<file path="src/inc/fsvi_pkg.sv">
// Shared constants for the four-source vectored interrupt controller
package fsvi_pkg;

    // Program counter width for a 4K-word program memory
    localparam int FSVI_PC_W = 12;
    // Return stack depth
    localparam int FSVI_STACK_DEPTH = 6;
    // Number of endpoint buffers with their own access flag
    localparam int FSVI_EP_NUM = 4;
    // Last value of the two-bit phase counter, which wraps every four clocks
    localparam logic [1:0] FSVI_PHASE_LAST = 2'h3;

    // Interrupt vectors
    localparam logic [FSVI_PC_W-1:0] FSVI_VEC_LINK = 12'h004;
    localparam logic [FSVI_PC_W-1:0] FSVI_VEC_EXT = 12'h008;
    localparam logic [FSVI_PC_W-1:0] FSVI_VEC_OVF = 12'h00c;
    localparam logic [FSVI_PC_W-1:0] FSVI_VEC_SER = 12'h010;

    // Register byte addresses
    localparam logic [7:0] FSVI_ADDR_CTRL1 = 8'h00;
    localparam logic [7:0] FSVI_ADDR_CTRL2 = 8'h04;
    localparam logic [7:0] FSVI_ADDR_EPACC = 8'h08;
    localparam logic [7:0] FSVI_ADDR_LINKC = 8'h0c;
    localparam logic [7:0] FSVI_ADDR_PINC = 8'h10;
    localparam logic [7:0] FSVI_ADDR_STAT = 8'h14;

    // Field positions in irq_control_first
    localparam int FSVI_B_GLOBAL = 0;
    localparam int FSVI_B_LINK_EN = 1;
    localparam int FSVI_B_EXT_EN = 2;
    localparam int FSVI_B_OVF_EN = 3;
    localparam int FSVI_B_LINK_FLAG = 4;
    localparam int FSVI_B_EXT_FLAG = 5;
    localparam int FSVI_B_OVF_FLAG = 6;
    // Field positions in irq_control_second
    localparam int FSVI_B_SER_EN = 0;
    localparam int FSVI_B_SER_FLAG = 4;
    // Field positions in link_control_reg
    localparam int FSVI_B_SUSPEND = 0;
    localparam int FSVI_B_BUSRST = 1;
    localparam int FSVI_B_RESUME = 3;
    // Field positions in pin configuration register
    localparam int FSVI_B_PULLUP = 0;
    localparam int FSVI_B_DIR6 = 1;

    // Reset values
    localparam logic [7:0] FSVI_RST_CTRL = 8'h00;
    localparam logic [7:0] FSVI_RST_LINKC = 8'h00;
    localparam logic [1:0] FSVI_RST_PINC = 2'h2;

endpackage

</file>
<file path="src/verilog/fsvi_ctrl.sv">
// Vectored interrupt controller with AHB-Lite register access
//
// Design decisions made here: the AHB-Lite slave port and the placing of the registers.
`timescale 1ns/1ps
`default_nettype none
module fsvi_ctrl
    import fsvi_pkg::*;
#(
    parameter int EP_NUM = FSVI_EP_NUM
)
(
    input wire logic clk_in,
    input wire logic resetn_in,
    // AHB-Lite slave
    input wire logic hsel_in,
    input wire logic [31:0] haddr_in,
    input wire logic [1:0] htrans_in,
    input wire logic hwrite_in,
    input wire logic [2:0] hsize_in,
    input wire logic [31:0] hwdata_in,
    input wire logic hready_in,
    output logic [31:0] hrdata_out,
    output logic hreadyout_out,
    output logic hresp_out,
    // Event sources: pin six as a level, the rest one-cycle pulses
    input wire logic port_a_pin6_in,
    input wire logic overflow_evt_in,
    input wire logic serial_done_in,
    input wire logic [EP_NUM-1:0] ep_access_in,
    input wire logic suspend_evt_in,
    input wire logic resume_evt_in,
    input wire logic bus_reset_evt_in,
    // Core side
    input wire logic [FSVI_PC_W-1:0] next_pc_in,
    input wire logic call_in,
    input wire logic ret_in,
    input wire logic reti_in,
    input wire logic power_down_in,
    output logic irq_take_out,
    output logic pc_load_out,
    output logic [FSVI_PC_W-1:0] pc_value_out,
    output logic wake_out,
    output logic phase_two_pulse_out,
    output logic pin6_pullup_out,
    output logic pin6_input_out,
    output logic stack_full_out
);
    localparam int SP_W = $clog2(FSVI_STACK_DEPTH+1);

    // Bus capture of a pending write
    logic wr_pend_r;
    logic [7:0] wr_addr_r;
    logic [31:0] rdata_nxt;
    logic [31:0] hrdata_r;
    // Control and flags
    logic global_r;
    logic link_en_r;
    logic ext_en_r;
    logic ovf_en_r;
    logic ser_en_r;
    logic link_flag_r;
    logic ext_flag_r;
    logic ovf_flag_r;
    logic ser_flag_r;
    logic [EP_NUM-1:0] ep_flag_r;
    logic suspend_r;
    logic resume_r;
    logic busrst_r;
    logic pullup_r;
    logic dir6_r;
    // Pin synchroniser and edge history
    logic pin_s1_r;
    logic pin_s2_r;
    logic pin_s3_r;
    logic ext_evt;
    logic link_evt;
    // Phase divider
    logic [1:0] phase_cnt_r;
    logic phase_en;
    logic phase_r;
    // Arbitration
    logic link_win;
    logic ext_win;
    logic ovf_win;
    logic ser_win;
    logic any_win;
    logic take;
    logic [FSVI_PC_W-1:0] vector;
    // Stack
    logic stk_full;
    logic stk_empty;
    logic [FSVI_PC_W-1:0] stk_top;
    logic [SP_W-1:0] stk_level;
    logic pop;
    logic push;
    // Output registers
    logic take_r;
    logic pc_load_r;
    logic [FSVI_PC_W-1:0] pc_value_r;
    logic wake_r;
    logic stack_full_r;
    logic wr_ctrl1;
    logic wr_ctrl2;

    // Address phase: latch writes, prepare read data
    always_ff @(posedge clk_in or negedge resetn_in)
    begin
        if (!resetn_in)
        begin
            wr_pend_r <= 1'b0;
            wr_addr_r <= 8'h00;
            hrdata_r <= 32'h0000_0000;
        end
        else if (hready_in)
        begin
            wr_pend_r <= hsel_in && htrans_in[1] && hwrite_in;
            wr_addr_r <= haddr_in[7:0];
            hrdata_r <= rdata_nxt;
        end
    end

    // Read decode, unmapped addresses read zero
    always_comb
    begin
        rdata_nxt = 32'h0000_0000;
        if (!(hsel_in && htrans_in[1] && !hwrite_in))
            rdata_nxt = 32'h0000_0000;
        else if (haddr_in[7:0] == FSVI_ADDR_CTRL1)
            rdata_nxt = {25'h0, ovf_flag_r, ext_flag_r, link_flag_r,
                         ovf_en_r, ext_en_r, link_en_r, global_r};
        else if (haddr_in[7:0] == FSVI_ADDR_CTRL2)
            rdata_nxt = {27'h0, ser_flag_r, 3'h0, ser_en_r};
        else if (haddr_in[7:0] == FSVI_ADDR_EPACC)
            rdata_nxt = 32'(ep_flag_r);
        else if (haddr_in[7:0] == FSVI_ADDR_LINKC)
            rdata_nxt = {28'h0, resume_r, 1'b0, busrst_r, suspend_r};
        else if (haddr_in[7:0] == FSVI_ADDR_PINC)
            rdata_nxt = {30'h0, dir6_r, pullup_r};
        else if (haddr_in[7:0] == FSVI_ADDR_STAT)
            rdata_nxt = {27'h0, stk_full, 1'b0, stk_level};
        else
            rdata_nxt = 32'h0000_0000;
    end

    assign wr_ctrl1 = wr_pend_r && (wr_addr_r == FSVI_ADDR_CTRL1);
    assign wr_ctrl2 = wr_pend_r && (wr_addr_r == FSVI_ADDR_CTRL2);

    // Pin synchroniser, stage one feeds only stage two
    always_ff @(posedge clk_in or negedge resetn_in)
    begin
        if (!resetn_in)
        begin
            pin_s1_r <= 1'b1;
            pin_s2_r <= 1'b1;
            pin_s3_r <= 1'b1;
        end
        else
        begin
            pin_s1_r <= port_a_pin6_in;
            pin_s2_r <= pin_s1_r;
            pin_s3_r <= pin_s2_r;
        end
    end

    // Falling edge counts only in interrupt mode
    assign ext_evt = ext_en_r && pin_s3_r && !pin_s2_r;
    // Any of the four link events
    assign link_evt = (|ep_access_in) || suspend_evt_in ||
                      resume_evt_in || bus_reset_evt_in;

    // Phase divider; the pulse is a flop so the output pin is glitch free
    always_ff @(posedge clk_in or negedge resetn_in)
    begin
        if (!resetn_in)
        begin
            phase_cnt_r <= 2'h0;
            phase_r <= 1'b0;
        end
        else
        begin
            phase_cnt_r <= phase_cnt_r + 2'h1;
            // High while the counter sits at its last value
            phase_r <= (phase_cnt_r == FSVI_PHASE_LAST - 2'h1);
        end
    end
    assign phase_en = phase_r;

    // Priority winners from latched enabled flags
    assign link_win = link_flag_r && link_en_r;
    assign ext_win = !link_win && ext_flag_r && ext_en_r;
    assign ovf_win = !link_win && !ext_win && ovf_flag_r && ovf_en_r;
    assign ser_win = !link_win && !ext_win && !ovf_win &&
                     ser_flag_r && ser_en_r;
    assign any_win = link_win || ext_win || ovf_win || ser_win;
    // Acknowledge only on a phase pulse, enabled, stack has room
    assign take = phase_en && global_r && any_win && !stk_full &&
                  !reti_in && !ret_in && !call_in;

    // Vector of the winning source
    always_comb
    begin
        if (link_win)
            vector = FSVI_VEC_LINK;
        else if (ext_win)
            vector = FSVI_VEC_EXT;
        else if (ovf_win)
            vector = FSVI_VEC_OVF;
        else
            vector = FSVI_VEC_SER;
    end

    assign pop = reti_in || ret_in;
    assign push = take || (call_in && !pop);

    // Enables and global enable
    always_ff @(posedge clk_in or negedge resetn_in)
    begin
        if (!resetn_in)
        begin
            global_r <= 1'b0;
            link_en_r <= 1'b0;
            ext_en_r <= 1'b0;
            ovf_en_r <= 1'b0;
            ser_en_r <= 1'b0;
        end
        else
        begin
            if (wr_ctrl1)
            begin
                link_en_r <= hwdata_in[FSVI_B_LINK_EN];
                ext_en_r <= hwdata_in[FSVI_B_EXT_EN];
                ovf_en_r <= hwdata_in[FSVI_B_OVF_EN];
            end
            if (wr_ctrl2)
                ser_en_r <= hwdata_in[FSVI_B_SER_EN];
            if (take)
                global_r <= 1'b0;
            else if (reti_in && !stk_empty)
                global_r <= 1'b1;
            else if (wr_ctrl1)
                global_r <= hwdata_in[FSVI_B_GLOBAL];
        end
    end

    // Request flags: event set beats any clear
    always_ff @(posedge clk_in or negedge resetn_in)
    begin
        if (!resetn_in)
        begin
            link_flag_r <= 1'b0;
            ext_flag_r <= 1'b0;
            ovf_flag_r <= 1'b0;
            ser_flag_r <= 1'b0;
        end
        else
        begin
            // Latching ignores global enable
            link_flag_r <= link_evt || ((wr_ctrl1 ?
                hwdata_in[FSVI_B_LINK_FLAG] : link_flag_r) &&
                !(take && link_win));
            ext_flag_r <= ext_evt || ((wr_ctrl1 ?
                hwdata_in[FSVI_B_EXT_FLAG] : ext_flag_r) &&
                !(take && ext_win));
            ovf_flag_r <= overflow_evt_in || ((wr_ctrl1 ?
                hwdata_in[FSVI_B_OVF_FLAG] : ovf_flag_r) &&
                !(take && ovf_win));
            ser_flag_r <= serial_done_in || ((wr_ctrl2 ?
                hwdata_in[FSVI_B_SER_FLAG] : ser_flag_r) &&
                !(take && ser_win));
        end
    end

    // Link status: endpoint, suspend, resume and reset flags
    always_ff @(posedge clk_in or negedge resetn_in)
    begin
        if (!resetn_in)
        begin
            ep_flag_r <= '0;
            suspend_r <= FSVI_RST_LINKC[FSVI_B_SUSPEND];
            resume_r <= FSVI_RST_LINKC[FSVI_B_RESUME];
            busrst_r <= FSVI_RST_LINKC[FSVI_B_BUSRST];
        end
        else
        begin
            ep_flag_r <= ep_access_in | ((wr_pend_r &&
                wr_addr_r == FSVI_ADDR_EPACC) ?
                hwdata_in[EP_NUM-1:0] : ep_flag_r);
            if (wr_pend_r && wr_addr_r == FSVI_ADDR_LINKC)
            begin
                suspend_r <= suspend_evt_in || hwdata_in[FSVI_B_SUSPEND];
                resume_r <= resume_evt_in || hwdata_in[FSVI_B_RESUME];
                busrst_r <= bus_reset_evt_in || hwdata_in[FSVI_B_BUSRST];
            end
            else
            begin
                suspend_r <= suspend_r || suspend_evt_in;
                resume_r <= resume_r || resume_evt_in;
                busrst_r <= busrst_r || bus_reset_evt_in;
            end
        end
    end

    // Pin configuration; pull-high and direction change only on a bus write
    always_ff @(posedge clk_in or negedge resetn_in)
    begin
        if (!resetn_in)
        begin
            pullup_r <= FSVI_RST_PINC[FSVI_B_PULLUP];
            dir6_r <= FSVI_RST_PINC[FSVI_B_DIR6];
        end
        else if (wr_pend_r && wr_addr_r == FSVI_ADDR_PINC)
        begin
            pullup_r <= hwdata_in[FSVI_B_PULLUP];
            dir6_r <= hwdata_in[FSVI_B_DIR6];
        end
    end

    // Return address stack
    fsvi_stack #(
        .DEPTH(FSVI_STACK_DEPTH),
        .WIDTH(FSVI_PC_W)
    ) u_stack (
        .clk_in(clk_in),
        .resetn_in(resetn_in),
        .push_in(push),
        .push_data_in(next_pc_in),
        .pop_in(pop),
        .top_out(stk_top),
        .full_out(stk_full),
        .empty_out(stk_empty),
        .level_out(stk_level)
    );

    // Core-facing outputs: vector on take, saved PC on return
    always_ff @(posedge clk_in or negedge resetn_in)
    begin
        if (!resetn_in)
        begin
            take_r <= 1'b0;
            pc_load_r <= 1'b0;
            pc_value_r <= '0;
            wake_r <= 1'b0;
            stack_full_r <= 1'b0;
        end
        else
        begin
            take_r <= take;
            pc_load_r <= take || (pop && !stk_empty);
            if (take)
                pc_value_r <= vector;
            else if (pop && !stk_empty)
                pc_value_r <= stk_top;
            // Overflow wakes even when its enable is clear
            wake_r <= power_down_in && (overflow_evt_in ||
                (ext_evt) || (link_evt && link_en_r) ||
                (serial_done_in && ser_en_r));
            // Status copy of the stack limit for the core
            stack_full_r <= stk_full;
        end
    end

    assign hrdata_out = hrdata_r;
    assign hreadyout_out = 1'b1;
    assign hresp_out = 1'b0;
    assign irq_take_out = take_r;
    assign pc_load_out = pc_load_r;
    assign pc_value_out = pc_value_r;
    assign wake_out = wake_r;
    assign phase_two_pulse_out = phase_r;
    assign pin6_pullup_out = pullup_r;
    assign pin6_input_out = dir6_r;
    assign stack_full_out = stack_full_r;

    // Checks
    property p_global_gate;
        @(posedge clk_in) disable iff (!resetn_in)
        take_r |-> $past(global_r) && !global_r;
    endproperty
    a_global_gate: assert property (p_global_gate)
        else $error("Interrupt taken without global enable");

    property p_stack_room;
        @(posedge clk_in) disable iff (!resetn_in)
        take_r |-> !$past(stk_full);
    endproperty
    a_stack_room: assert property (p_stack_room)
        else $error("Interrupt taken with full stack");

    property p_phase;
        @(posedge clk_in) disable iff (!resetn_in)
        take_r |-> ##3 phase_en;
    endproperty
    a_phase: assert property (p_phase)
        else $error("Interrupt taken off the phase pulse");

    property p_link_vec;
        @(posedge clk_in) disable iff (!resetn_in)
        (take && link_win) |=> pc_load_r && pc_value_r == 12'h004
            && link_flag_r == $past(link_evt);
    endproperty
    a_link_vec: assert property (p_link_vec)
        else $error("Link vector or flag wrong");

    property p_ext_edge;
        @(posedge clk_in) disable iff (!resetn_in)
        (ext_en_r && pin_s3_r && !pin_s2_r) |=> ext_flag_r;
    endproperty
    a_ext_edge: assert property (p_ext_edge)
        else $error("Pin edge did not set flag");

    property p_ovf_flag;
        @(posedge clk_in) disable iff (!resetn_in)
        overflow_evt_in |=> ovf_flag_r;
    endproperty
    a_ovf_flag: assert property (p_ovf_flag)
        else $error("Overflow did not set flag");

    property p_reti;
        @(posedge clk_in) disable iff (!resetn_in)
        (reti_in && !stk_empty) |=> pc_load_r && global_r
            && pc_value_r == $past(stk_top);
    endproperty
    a_reti: assert property (p_reti)
        else $error("Return did not restore PC and enable");

    property p_persist;
        @(posedge clk_in) disable iff (!resetn_in)
        (ser_flag_r && !take && !wr_ctrl2) |=> ser_flag_r;
    endproperty
    a_persist: assert property (p_persist)
        else $error("Serial flag lost");

    property p_wake;
        @(posedge clk_in) disable iff (!resetn_in)
        (power_down_in && overflow_evt_in) |=> wake_out;
    endproperty
    a_wake: assert property (p_wake)
        else $error("Overflow did not wake");

    property p_cov_take;
        @(posedge clk_in) disable iff (!resetn_in)
        take && ser_win;
    endproperty
    c_cov_take: cover property (p_cov_take);

    property p_cov_nest;
        @(posedge clk_in) disable iff (!resetn_in)
        take && stk_level != '0;
    endproperty
    c_cov_nest: cover property (p_cov_nest);

    property p_cov_full;
        @(posedge clk_in) disable iff (!resetn_in)
        phase_en && global_r && any_win && stk_full;
    endproperty
    c_cov_full: cover property (p_cov_full);
endmodule
`default_nettype wire

</file>
<file path="src/verilog/fsvi_stack.sv">
// Return address stack for the program counter
`timescale 1ns/1ps
`default_nettype none
module fsvi_stack
    import fsvi_pkg::*;
#(
    parameter int DEPTH = FSVI_STACK_DEPTH,
    parameter int WIDTH = FSVI_PC_W
)
(
    input wire logic clk_in,
    input wire logic resetn_in,
    input wire logic push_in,
    input wire logic [WIDTH-1:0] push_data_in,
    input wire logic pop_in,
    output logic [WIDTH-1:0] top_out,
    output logic full_out,
    output logic empty_out,
    output logic [$clog2(DEPTH+1)-1:0] level_out
);
    localparam int SP_W = $clog2(DEPTH+1);
    // Saved return addresses
    logic [WIDTH-1:0] mem [DEPTH];
    // Number of stored entries
    logic [SP_W-1:0] sp_r;

    assign full_out = (sp_r == SP_W'(DEPTH));
    assign empty_out = (sp_r == '0);
    assign level_out = sp_r;
    assign top_out = empty_out ? '0 : mem[sp_r - SP_W'(1)];

    // Pointer moves; push into full or pop from empty is dropped
    always_ff @(posedge clk_in or negedge resetn_in)
    begin
        if (!resetn_in)
            sp_r <= '0;
        else if (pop_in && !empty_out)
            sp_r <= sp_r - SP_W'(1);
        else if (push_in && !full_out)
            sp_r <= sp_r + SP_W'(1);
    end

    // Entry store, no reset needed
    always_ff @(posedge clk_in)
    begin
        if (push_in && !pop_in && !full_out)
            mem[sp_r] <= push_data_in;
    end
endmodule
`default_nettype wire
</file>
<file path="config.mk">
export PLATFORM = sky130hd
export DESIGN_NAME = fsvi_ctrl
export DESIGN_NICKNAME = d
export VERILOG_FILES = /design/src/inc/fsvi_pkg.sv /design/src/verilog/fsvi_ctrl.sv /design/src/verilog/fsvi_stack.sv
export SDC_FILE = /design/constraint.sdc
export NUM_CORES = 1
export LEC_CHECK = 0
export BUFFER_PORTS_ARGS = -buffer_cell sky130_fd_sc_hd__clkbuf_2
export CORE_MARGIN = 3
export CORE_UTILIZATION = 45
export DETAILED_ROUTE_END_ITERATION = 10
export PLACE_DENSITY = 0.7
export SYNTH_ARGS = -nofsm -noshare
export SYNTH_HDL_FRONTEND = slang
export SYNTH_SLANG_ARGS = --single-unit
</file>
<file path="constraint.sdc">
create_clock -name clk_in -period 4.9 [get_ports clk_in]
set_input_delay 0.49 -clock clk_in [delete_from_list [all_inputs] [get_ports clk_in]]
set_output_delay 0.49 -clock clk_in [all_outputs]
set_load 0.03 [all_outputs]
</file>
==> results.toml <==
[sta]
skew_ns = 0.0131
hold_viol_final = 0
tns_ns = 0
setup_ws_ns = 2.07
rsz0062_at_grt = "no"
fmax_ghz = 0.353
hold_ws_ns = 0.160
period_share_pct = 57.8
drv_slew = 0
relSlewSlack_pct = 49.8
setup_violations = 0
finalCriticalPeriod_ns = 2.83
tightest_slew_ns = 0.753

[global_route]
gr-usage-all-layers_pct = 17.5
grt_start_max_net_pins = 60
grt_pass1_vias = 3650
grt_antenna_before_repair = 0
overflow = 0
grt_pass1_wl_mm = 18.8

[place]
pre_cts_ws_ns = 2.03
hpwl_mm = 7.97
gp_congestion = 0.863
portBuffers = 72

[cts]
ctsHtreeMaxLevel = 4
cts_resized = 0
clk_path_buf_depth = 2
holdBufCountCts = 0
cts_setup_buffers = 0
clk_pin_slew_ns = 0.06
clk_latency_ns = 0.42
root_buffer = "clkbuf_16"
numCtsBuffers = 17
cts.sinks = 131
cts_tree = "yes"

[synthesis]
synth-seq-cells = 131
synth_compound_area_share_pct = 8.37
yosys_warnings = 0
synthSimpleGateAreaFrac_pct = 9.79
synth_cells = 406
synth_edf_count = 72
synth_top_family_by_area = "multiplexers"
yosys-mux-area-fraction_pct = 11.6
avgSynthCellArea_sq_um = 14.2
async_flop_share_pct = 45.0
synth_cell_type_count = 57
synthAdderAreaFrac_pct = 1.08
synthXorXnorAreaFrac_pct = 0.456
ys.flop_type = "edfxtp_1"
ys_seq_area_share_pct = 63.2
syn_area_sq_mm = 0.00577

[outcome]
outcome = "finished, final reports clean"

[layout]
area_growth_pct = 17.8
layout_common_cells = "clkbuf_2, edfxtp_1, dfrtp_1, conb_1, mux2i_1"
drive_above_1_share_pct = 30.4
fillers = 1000
nNetsFinal = 595
diodes = 0

[route]
drc_errors = 0
finalWirelength_mm = 11.6
wl_per_cell_um = 17.4
vias = 3559
viasPerCell = 5.30
drtIter0Drc = 219
ant_nets = 0
firstDrtPassIters = 4

[floorplanning]
die_h_um = 119
num_rows = 40
start_util_pct = 47.0
die_w_um = 119
dieArea_sq_mm = 0.0142
core_area_sq_mm = 0.0123
io-pin-count = 153

[power]
p_per_area_mw_per_mm2 = 518
ir_worst_vdd_mv = 0.401
p_leak_nw = 2.70
power_mw = 3.52

[critical_path]
reg2reg_depth = 5
cp-start-kind = "register"
critPathCaptureType = "register"
timing.rr.start = "u_stack.level_out[1]$_DFFE_PN0P_"
r2r_slack_ns = 2.07
crit_fanout = 12
required_ns = 4.95
crit_arrival_ns = 2.88
path_class = "register to register"
rr_endpoint = "u_stack.mem[5][8]$_DFFE_PP_"

[min_path]
hold_path_depth = 1
worstHoldEndpoint = "pin_s1_r$_DFF_PN1_"
worstHoldStart = "port_a_pin6_in"
min_path_type = "input pin to register"

[flow_run]
maxCapViolCount = 0
==> how the worst max path moves through the flow <==
stage | start | to | slack (ns)
3_5_place_dp | u_stack.level_out[1]$_DFFE_PN0P_ | u_stack.mem[5][10]$_DFFE_PP_ | 2.03
6_report | u_stack.level_out[1]$_DFFE_PN0P_ | u_stack.mem[5][8]$_DFFE_PP_ | 2.07
2_1_floorplan | u_stack.level_out[0]$_DFFE_PN0P_ | u_stack.mem[0][0]$_DFFE_PP_ | 0.93
5_1_grt | u_stack.level_out[1]$_DFFE_PN0P_ | u_stack.mem[5][5]$_DFFE_PP_ | 1.81
4_1_cts | u_stack.level_out[1]$_DFFE_PN0P_ | u_stack.mem[5][4]$_DFFE_PP_ | 2.02
3_3_place_gp | u_stack.level_out[1]$_DFFE_PN0P_ | u_stack.mem[4][10]$_DFFE_PP_ | 2.05
==> Yosys cell counts (5+ instances only) <==
cell type,instances,area share (%)
nor3_1,9,0.78
o21ai_0,20,1.7
clkbuf_1,9,0.59
buf_4,29,3.8
edfxtp_1,72,37
dfrtp_1,55,24
a22o_1,11,1.7
inv_1,12,0.78
nor4_1,6,0.65
mux2_2,13,2.5
nand2_1,20,1.3
ha_1,5,1.1
mux2i_1,25,4.3
mux4_2,12,4.7
nor2_1,23,1.5
==> state kept, by name, indices dropped and copies added, names as in the netlist, 2 cells and up <==
name,flops
u_stack.mem,72
pc_value_out,12
wr_addr_r,8
hrdata_out,7
ep_flag_r,4
u_stack.level_out,3
phase_cnt_r,2
==> cell families (layout without fill, tap and decap cells) <==
logic type	Yosys count	in the layout
XOR/XNOR	3	3
AND/OR/NAND/NOR	98	98
AO/OA/AOI/OAI	65	65
buffers and inverters	52	124
other	2	27
adder cells (fa/ha/maj)	5	5
flip-flops	131	131
multiplexers	50	50
==> metal layers <==
layer	vias to the layer above	wire [um]	GRT usage [%]
met5	-	0	0
met4	0	176	6.37
met3	19	772	5.94
met2	118	5880	30.0
met1	1771	4820	20.5
li1	1651	-	-
==> cell type report <==
cell class | instances | area (sq um) | share of cell area [%]
clock inverters | 13 | 111 | 1.64
flip-flops and latches | 131 | 3640 | 53.6
inverters | 12 | 45.0 | 0.663
clock buffers | 19 | 433 | 6.37
repair buffers | 80 | 420 | 6.19
multi-input cells | 248 | 1930 | 28.4
well taps | 168 | 210 | 3.09
==> per-stage QoR <==
stage | std cells | cell area [sq um] | util (%)
after floorplan | 431 | 5860 | -
after global placement | 639 | 6250 | 51.0
after detailed placement | 639 | 6250 | 51.0
after CTS | 671 | 6790 | 55.4
after global routing | 671 | 6790 | 55.4
final | 671 | 6790 | 55.4
==> where the power goes <==
part	total [mW]	internal [mW]	switching (mW)
clock	1.14	0.694	0.451
sequential	1.35	1.28	0.0750
combinational	1.03	0.407	0.619
total	3.52	2.38	1.14
==> worst max-delay path: stages, from the launching register on <==
cell and delay (ns):
dfrtp_1 0.48, ha_1 0.24, a211o_1 0.37, a211oi_1 0.48
or2_2 0.24, and4_1 0.65
(Power assumes the default switching activity.)
